$ cat src/rtl/bss_pkg.sv
package bss_pkg;
  // isp control register map
  localparam logic [7:0] ISP_CTRL_ADDR   = 8'hBF;
  localparam logic [7:0] ISP_CTRL_RESET  = 8'h00;
  localparam int         BOOT_MODE_BIT   = 7;
  localparam int         REBOOT_BIT      = 7;
  localparam int         AUX_RAM_BIT     = 4;
  localparam int         LOC_SEL_BIT     = 1;
  localparam int         PROG_EN_BIT     = 0;
  localparam logic [7:0] ISP_CTRL_WMASK  = 8'h13;
  // port-2 strap bit positions
  localparam int         STRAP_HI_BIT    = 7;
  localparam int         STRAP_LO_BIT    = 6;
  // fetch base addresses
  localparam logic [15:0] MAIN_ROM_BASE  = 16'h0000;
  localparam logic [15:0] LOADER_BASE    = 16'h0000;
  // cycles the reboot request is held as an internal reset
  localparam logic [3:0] REBOOT_HOLD     = 4'h4;
  typedef enum logic {BOOT_MAIN, BOOT_LOADER} bss_src_type;
endpackage

$ cat src/rtl/bss_strap_if.sv
`timescale 1ns/1ps
`default_nettype none
interface bss_strap_if;
  logic forceReq;
  logic sampleEn;
  modport decoder (output forceReq, input sampleEn);
  modport top     (input forceReq, output sampleEn);
endinterface
`default_nettype wire

$ cat src/rtl/bss_strap_decode.sv
`timescale 1ns/1ps
`default_nettype none
module bss_strap_decode (
  input  wire logic        bootForcePin,
  input  wire logic [7:0]  port2In,
  bss_strap_if.decoder     sif
);
  // forcing when pin low, or both port-2 strap bits low
  always_comb begin
    sif.forceReq = !bootForcePin ||
      (!port2In[bss_pkg::STRAP_HI_BIT] &&
       !port2In[bss_pkg::STRAP_LO_BIT]);
  end
endmodule
`default_nettype wire

$ cat src/rtl/bss_boot_select.sv
`timescale 1ns/1ps
`default_nettype none
//
// Operation
// - no strap, boot from main program rom
// - pin low or both p2.7 and p2.6 low forces loader
// - forced loader boot fetches from loader rom
// - selection held after straps released
// - control bit 7 reads 1 in forced boot
// - reboot bit with both enables resets device
module bss_boot_select (
  input  wire logic        ref_clk,
  input  wire logic        resetn,
  input  wire logic        bootForcePin,
  input  wire logic [7:0]  port2In,
  input  wire logic [7:0]  regAddr,
  input  wire logic [7:0]  regWrData,
  input  wire logic        regWrStb,
  input  wire logic        regRdStb,
  output logic [7:0]       regRdData,
  output logic             loaderBoot,
  output logic [15:0]      fetchBase,
  output logic             coreResetn,
  output logic             auxRamEn,
  output logic             romProgEn,
  output logic             loaderLocSel
);
  ////////////////////////////////////////////////////////////////////////
  bss_strap_if sif ();

  bss_strap_decode u_dec (
    .bootForcePin (bootForcePin),
    .port2In      (port2In),
    .sif          (sif)
  );

  ////////////////////////////////////////////////////////////////////////
  // internal reset: pin reset or software reboot
  logic [3:0]               reboot_ff, nxt_reboot;
  logic                     inReset;
  logic                     rebootReq;
  logic                     ctrlWr;

  assign ctrlWr    = regWrStb && (regAddr == bss_pkg::ISP_CTRL_ADDR);
  assign rebootReq = ctrlWr && regWrData[bss_pkg::REBOOT_BIT] &&
                     loaderLocSel && romProgEn;
  assign inReset   = !resetn || (reboot_ff != 4'h0);
  assign sif.sampleEn = inReset;

  // reboot hold counter
  always_comb begin
    nxt_reboot = reboot_ff;
    if (rebootReq) begin
      nxt_reboot = bss_pkg::REBOOT_HOLD;
    end else if (reboot_ff != 4'h0) begin
      nxt_reboot = reboot_ff - 4'h1;
    end
  end

  always_ff @(posedge ref_clk) begin
    if (!resetn) begin
      reboot_ff <= 4'h0;
    end else begin
      reboot_ff <= nxt_reboot;
    end
  end

  ////////////////////////////////////////////////////////////////////////
  // strap sampling and boot source latch
  bss_pkg::bss_src_type     src_ff, nxt_src;
  logic                     coreRst_ff, nxt_coreRst;

  always_comb begin
    nxt_src = src_ff;
    if (inReset) begin
      nxt_src = sif.forceReq ? bss_pkg::BOOT_LOADER
                             : bss_pkg::BOOT_MAIN;
    end
    nxt_coreRst = !inReset;
  end

  // selection frozen once reset released
  always_ff @(posedge ref_clk) begin
    src_ff     <= nxt_src;
    coreRst_ff <= nxt_coreRst;
  end

  ////////////////////////////////////////////////////////////////////////
  // control register
  logic [7:0]               ctrl_ff, nxt_ctrl;
  logic [7:0]               rd_ff, nxt_rd;

  always_comb begin
    nxt_ctrl = ctrl_ff;
    if (inReset) begin
      nxt_ctrl = bss_pkg::ISP_CTRL_RESET;
    end else if (ctrlWr) begin
      nxt_ctrl = regWrData & bss_pkg::ISP_CTRL_WMASK;
    end
    nxt_rd = 8'h00;
    if (regRdStb && regAddr == bss_pkg::ISP_CTRL_ADDR) begin
      nxt_rd = ctrl_ff;
      nxt_rd[bss_pkg::BOOT_MODE_BIT] =
        (src_ff == bss_pkg::BOOT_LOADER);
    end
  end

  always_ff @(posedge ref_clk) begin
    ctrl_ff <= nxt_ctrl;
    if (!resetn) begin
      rd_ff <= 8'h00;
    end else begin
      rd_ff <= nxt_rd;
    end
  end

  ////////////////////////////////////////////////////////////////////////
  // registered outputs
  always_ff @(posedge ref_clk) begin
    if (!resetn) begin
      loaderBoot   <= 1'b0;
      fetchBase    <= bss_pkg::MAIN_ROM_BASE;
      auxRamEn     <= 1'b0;
      romProgEn    <= 1'b0;
      loaderLocSel <= 1'b0;
    end else begin
      loaderBoot   <= (nxt_src == bss_pkg::BOOT_LOADER);
      fetchBase    <= (nxt_src == bss_pkg::BOOT_LOADER) ?
                      bss_pkg::LOADER_BASE :
                      bss_pkg::MAIN_ROM_BASE;
      auxRamEn     <= nxt_ctrl[bss_pkg::AUX_RAM_BIT];
      romProgEn    <= nxt_ctrl[bss_pkg::PROG_EN_BIT];
      loaderLocSel <= nxt_ctrl[bss_pkg::LOC_SEL_BIT];
    end
  end

  assign regRdData  = rd_ff;
  assign coreResetn = coreRst_ff;

  ////////////////////////////////////////////////////////////////////////
  // checks
  // output shows the latch one edge after the first released edge
  a_strap_latch: assert property (@(posedge ref_clk)
    (!resetn ##1 resetn) |=> loaderBoot == $past(sif.forceReq, 2))
    else $error("boot source not latched at release");

  // first released edge still moves the output, so look two back
  a_select_hold: assert property (@(posedge ref_clk) disable iff (!resetn)
    (!inReset && $past(!inReset) && $past(!inReset, 2)) |->
    $stable(loaderBoot))
    else $error("boot source changed outside reset");

  a_main_default: assert property (@(posedge ref_clk)
    ($past(!resetn) && resetn && !$past(sif.forceReq)) |=>
    fetchBase == bss_pkg::MAIN_ROM_BASE && !loaderBoot)
    else $error("main rom not selected");

  a_mode_readback: assert property (@(posedge ref_clk)
    disable iff (!resetn)
    (regRdStb && regAddr == bss_pkg::ISP_CTRL_ADDR) |=>
    regRdData[7] == loaderBoot)
    else $error("mode bit readback wrong");

  a_reboot_reset: assert property (@(posedge ref_clk)
    disable iff (!resetn)
    rebootReq |-> ##2 !coreResetn [*4])
    else $error("reboot did not reset core");

  a_loader_fetch: assert property (@(posedge ref_clk)
    disable iff (!resetn)
    loaderBoot |-> fetchBase == bss_pkg::LOADER_BASE)
    else $error("loader fetch base wrong");

  a_no_reboot: assert property (@(posedge ref_clk)
    disable iff (!resetn)
    (ctrlWr && !(loaderLocSel && romProgEn) && reboot_ff == 4'h0)
    |=> reboot_ff == 4'h0)
    else $error("reboot without enables");

  a_strap_decode: assert property (@(posedge ref_clk)
    sif.forceReq == (!bootForcePin || port2In[7:6] == 2'b00))
    else $error("strap decode wrong");

  // pin reset puts the boot, fetch, core reset and read data outputs in their idle state
  a_reset_outputs: assert property (@(posedge ref_clk)
    !resetn |=> !loaderBoot && !coreResetn && regRdData == 8'h00 &&
    fetchBase == bss_pkg::MAIN_ROM_BASE)
    else $error("outputs not idle after reset");

  // straps followed on every edge while reset is active
  a_sample_reset: assert property (@(posedge ref_clk)
    inReset |=> (src_ff == bss_pkg::BOOT_LOADER) == $past(sif.forceReq))
    else $error("straps not sampled in reset");

  // core held in reset for pin reset and reboot alike
  a_core_held: assert property (@(posedge ref_clk)
    inReset |=> !coreResetn)
    else $error("core not held in reset");

  // control bits cleared as on power-on
  a_ctrl_cleared: assert property (@(posedge ref_clk)
    inReset |=> ctrl_ff == bss_pkg::ISP_CTRL_RESET)
    else $error("control not cleared in reset");

  // reboot request loads the hold counter
  a_reboot_start: assert property (@(posedge ref_clk)
    disable iff (!resetn)
    rebootReq |=> reboot_ff == bss_pkg::REBOOT_HOLD)
    else $error("reboot hold not started");

  // straps resampled during a software reboot
  a_reboot_resample: assert property (@(posedge ref_clk)
    disable iff (!resetn)
    (reboot_ff != 4'h0 && sif.forceReq) |=> loaderBoot)
    else $error("reboot did not resample straps");

  // only the writable bits reach the enables
  a_write_mask: assert property (@(posedge ref_clk)
    disable iff (!resetn)
    (ctrlWr && !inReset) |=>
    {auxRamEn, loaderLocSel, romProgEn} ==
    $past({regWrData[bss_pkg::AUX_RAM_BIT],
           regWrData[bss_pkg::LOC_SEL_BIT],
           regWrData[bss_pkg::PROG_EN_BIT]}))
    else $error("control write wrong");

  // read data zero unless the control register was read
  a_read_idle: assert property (@(posedge ref_clk)
    disable iff (!resetn)
    !(regRdStb && regAddr == bss_pkg::ISP_CTRL_ADDR) |=>
    regRdData == 8'h00)
    else $error("read data not zero");
endmodule
`default_nettype wire

$ cat config.mk
export PLATFORM = sky130hd
export DESIGN_NAME = bss_boot_select
export DESIGN_NICKNAME = d
export VERILOG_FILES = /design/src/rtl/bss_pkg.sv /design/src/rtl/bss_strap_if.sv /design/src/rtl/bss_strap_decode.sv /design/src/rtl/bss_boot_select.sv
export SDC_FILE = /design/constraint.sdc
export NUM_CORES = 1
export LEC_CHECK = 0
export BUFFER_PORTS_ARGS = -buffer_cell sky130_fd_sc_hd__buf_4
export CAP_MARGIN = 10
export CORE_UTILIZATION = 37
export CTS_BUF_LIST = sky130_fd_sc_hd__clkbuf_8
export CTS_CLUSTER_DIAMETER = 60
export DETAILED_ROUTE_END_ITERATION = 8
export GPL_TIMING_DRIVEN = 0
export PLACE_DENSITY_LB_ADDON = 0.15
export SYNTH_ARGS = -nofsm -noshare
export SYNTH_HDL_FRONTEND = slang
export SYNTH_SLANG_ARGS = --single-unit
$ cat constraint.sdc
create_clock -name ref_clk -period 1.5 [get_ports ref_clk]
set_clock_uncertainty 0.15 [all_clocks]
set_input_delay 0.15 -clock ref_clk [delete_from_list [all_inputs] [get_ports ref_clk]]
set_output_delay 0.15 -clock ref_clk [all_outputs]
set_load 0.01 [all_outputs]
---- Word-level counts from Yosys, hierarchy flattened ----
Index checks and enable logic that the tools add are counted.
word-level totals
  register bits after elaboration ......... 17
  latch bits .............................. 0
  memories ................................ 0
  word-level logic and storage cells ...... 36
  ROM bits ................................ 0
  memory bits (writable) .................. 0
cells by class
  eq/ne operators ......................... 1
  bitwise operators ....................... 1
  $mul .................................... 0
  shift operators ......................... 0
  add/subtract/negate cells ............... 1
  multiplexer cells ....................... 6
  div/mod/pow operators ................... 0
  reductions and logical operators ........ 17
  $lt $le $gt $ge ......................... 0
operators with widths
  cell                                                                number
  5-bit two-way mux                                                   2
  8-bit == test, second input constant                                1
  1-bit logical AND                                                   6
  3-bit two-way mux                                                   2
  1-bit logical NOT                                                   5
  4-bit nonzero test                                                  1
  4-bit by 1-bit subtractor with 4-bit output, second input constant  1
  1-bit logical OR                                                    2
  1-bit two-way mux                                                   2
  2-bit AND reduction                                                 1
  2-bit nonzero test                                                  1
  2-bit OR reduction                                                  1
  1-bit inverter                                                      1

---- Longest topological paths before layout ----
  word-level depth ........................ 6
  gate-level depth with buffers ........... 6

---- Hierarchy ----
Synthesis repeated with hierarchy kept, for this count alone.
unflattened totals
  cell total of the unflattened synthesis .. 85
  area total of the unflattened synthesis .. 819.5 µm²
by module, submodules not included
  module            times used  area each (µm²)  cells an instance
  bss_boot_select   1           814.5            84
  bss_strap_decode  1           5.0              1

---- Least setup slack after synthesis ----
Ideal clock, no wire load.
  path kind ............................... reg-to-reg
  from .................................... reg reboot_ff[0]
  to ...................................... reg loaderBoot
  stages on the path, launching flop included .. 7
  required time ........................... 1.235 ns
  path slack .............................. -0.048 ns
  arrival ................................. 1.283 ns
  path through ............................ dfxtp_1 > inv_1 > ha_1 > nand4bb_1 > buf_6 > mux2_4 > and2_1
between the ends
  cells in the longest elaborated chain, start to end .. 3
ends and longest elaborated chain
  element                   RTL line                source
  start: declaration        bss_boot_select.sv:39   logic [3:0] reboot_ff, nxt_reboot;
  start signal: assignment  bss_boot_select.sv:64   reboot_ff <= nxt_reboot;
  4-bit nonzero test        bss_boot_select.sv:47   assign inReset = !resetn || (reboot_ff != 4'h0);
  1-bit logical OR          bss_boot_select.sv:47
  1-bit two-way mux         bss_boot_select.sv:75   if (inReset) begin
  via nxt_src               bss_boot_select.sv:70   bss_pkg::bss_src_type src_ff, nxt_src;
  end signal: assignment    bss_boot_select.sv:127  loaderBoot <= (nxt_src == bss_pkg::BOOT_LOADER);
  end: declaration          bss_boot_select.sv:21   output logic loaderBoot,
The timed path passes the listed nets, and every way through them passes these cells.
A chain may end at the register's enable or synchronous reset.

---- Worst setup path after layout ----
  from .................................... reg reboot_ff[1]
  to ...................................... reg loaderBoot
The elaborated chain is that of the path after synthesis.

==> out/results.txt <==
Status: finished clean
First-pass GRT wire length: 2420 um
Internal power: 1.07 mW
DRT antenna net count: 0
Sink Count: 17
Critical Path RT: 1.49 ns
Hold Crit Depth: 2
Worst reg2reg path endpoint: loaderBoot
Antenna violations before repair: 0
Initial Util: 40.2%
Final worst path period share: 97.4%
Num CTS Buffers: 3
CTS Hold Buffers Added: 0
FFs w/ async S/R, synth: 0%
Vias per cell: 4.13
Seq. cell area: 343 sq um
Layout cells sized above 1: 46.4%
Initial DRC Count: 5
Final Hold Viols: 0
Sequential power share: 38.6%
Overall power: 1.49 mW
Tmin final: 1.46 ns
Post-synthesis cell area: 813 sq um
Non-filler cells, final: 167
Vias: 689
Total grt overflow: 0
Final wirelength: 1460 um
Layout area overhead: 50.5%
Most frequent cells in the layout: buf_4, conb_1, dfxtp_1
Nature of the critical path endpoint: register
Diodes inserted: 0
Hold Crit Endpoint: reboot_ff[2]
Yosys top cell area share: 41.8%
Fin util: 60.5%
Fin. max-slew vios: 0
Syn Area/Cell: 9.57 sq um
Multi-input logic area: 385 sq um
Die Y: 48.9 um
Fill cells: 184
Clock Latency Late Sink: 0.24 ns
Yosys top cell by area: dfxtp_1
Port Buffers: 27
Hold Path Class: input port to register
Synth Flop Type: dfxtp_1
Setup Viol. Count Final: 0
Number of global-route vias before repair: 609
P per Cell Area: 1220 nW/um^2
Combinational power share: 40.0%
Number of synthesized register bits: 17
CTS tree: yes
Setup tns final: 0 ns
Clk pin slew, worst setup/hold paths: 0.06 ns
Dpl cells: 158
Final net count: 171
Crit path launch type: register
DR pass1 iterations: 4
Setup CP Type: register to register
GPL Wtd Cong: 0.707
R2R cell count: 6
RR Startpoint: reboot_ff[1]
Main area contributors after synthesis: dfxtp_1, buf_4, and2_1, a21oi_1, nand4_1
Root buffer cell: clkbuf_8
Switching pwr: 0.427 mW
Hold Slack: 0.0104 ns
R2r setup slk: 0.04 ns
Finished Cell Area: 1220 sq um
Clock buffer depth: 2
Tot GR Track Use: 13.2%
# IOs: 58
Final WS setup: 0.0393 ns
Origin of the worst min-delay path: resetn
Dpl hpwl: 1130 um
DP Area: 1120 sq um
Peak VDD IR: 0.712 mV
Power share of the clock group: 21.3%
Post-synth EDFFs: 0
Fmax achieved: 685 MHz
Num rows: 16
CP max FO: 4
Commonest non-fill, non-tap cell in the layout: buf_4
Seq/Total Area, Yosys: 41.8%
DR WL/cell: 8.72 um
Drc violations: 0
Die Wd: 48.9 um
Die area: 2390 sq um
H-tree lvl count: 1
Largest net degree at the start of global routing: 10
CP Data Arrival Time: 1.45 ns
Core area: 2020 sq um
Maxcap violations: 0
Synth warn: 0
Post-synth cell types: 27
RSZ-0062 raised after global routing: false
Sw Share: 28.6%
Leak: 0.612 nW
Pre-CTS setup slack: -0.0675 ns
Post-Synthesis Cells: 85
[final cells by class]
type | count | area share (%)
Multi-Input combinational cell | 62 | 31.5
Sequential cell | 17 | 28.0
Timing Repair Buffer | 32 | 19.6
Buffer | 21 | 13.2
Clock buffer | 3 | 3.37
Tap cell | 27 | 2.76
Inverter | 4 | 1.23
Clock inverter | 1 | 0.307
[worst max-delay path: stages (launching register included)]
cell	delay [ns]
dfxtp_2	0.33
inv_2	0.06
ha_4	0.14
nand4bb_1	0.11
buf_6	0.14
mux2_4	0.29
and2_4	0.13
[power by group through the flow]
stage | registers (mW) | logic (mW) | clock network [mW]
detailed placement | 0.582 | 0.448 | 0
CTS | 0.577 | 0.518 | 0.328
global placement | 0.576 | 0.431 | 0
finish | 0.577 | 0.598 | 0.319
global route | 0.586 | 0.659 | 0.362
floorplan | 0.579 | 0.331 | 0
[layer usage]
metal / wire [um] / up-vias / global-route usage, %
li1: - / 367 / -
met1: 625 / 292 / 14.8
met2: 707 / 28 / 21.8
met3: 110 / 2 / 3.43
met4: 12 / 0 / 8.82
met5: 0 / - / 0
[flip-flops by register name (all words and copies together) (netlist names)]
signal        count
reboot_ff         4
regRdData         4
ctrl_ff           3
auxRamEn          1
coreResetn        1
loaderBoot        1
loaderLocSel      1
romProgEn         1
src_ff            1
[synth_stat cells (all sizes together) (2+ instances only)]
cell type  instances
a21oi              6
and2               5
buf               21
dfxtp             17
inv                4
mux2i              2
nand2              2
nand4              4
nor2               4
nor3               2
o31ai              3
[worst max-delay path by stage]
stage	end	startpoint	slack [ns]	cells after the start
2_1_floorplan	loaderBoot	reboot_ff[0]	0.005	6
3_3_place_gp	loaderBoot	reboot_ff[1]	-0.04	6
3_5_place_dp	loaderBoot	reboot_ff[1]	-0.07	6
4_1_cts	loaderBoot	reboot_ff[0]	0.003	6
5_1_grt	loaderBoot	reboot_ff[0]	0.002	6
6_report	loaderBoot	reboot_ff[1]	0.04	6
[logic make-up (layout without fill, tap and decap cells)]
logic type                 count (synthesis)  in the layout  share of synthesized area [%]
buffers and inverters                     25             61                           21.7
and+or+nand+nor                           24             24                           18.2
DFF                                       17             17                           41.8
AOI/OAI and AO/OA                         13             13                           10.9
muxes                                      3              3                           4.31
adders and majority gates                  1              1                           1.54
other                                      1             20                          0.461
xor gates and xnor gates                   1              1                           1.08
[timing repair]
action                     4_1_cts  5_1_grt
gates resized for setup          4        2
setup endpoints to repair        3        3
buffers inserted                 2        3
pin swaps                        1        3
(Power assumes the default switching activity.)
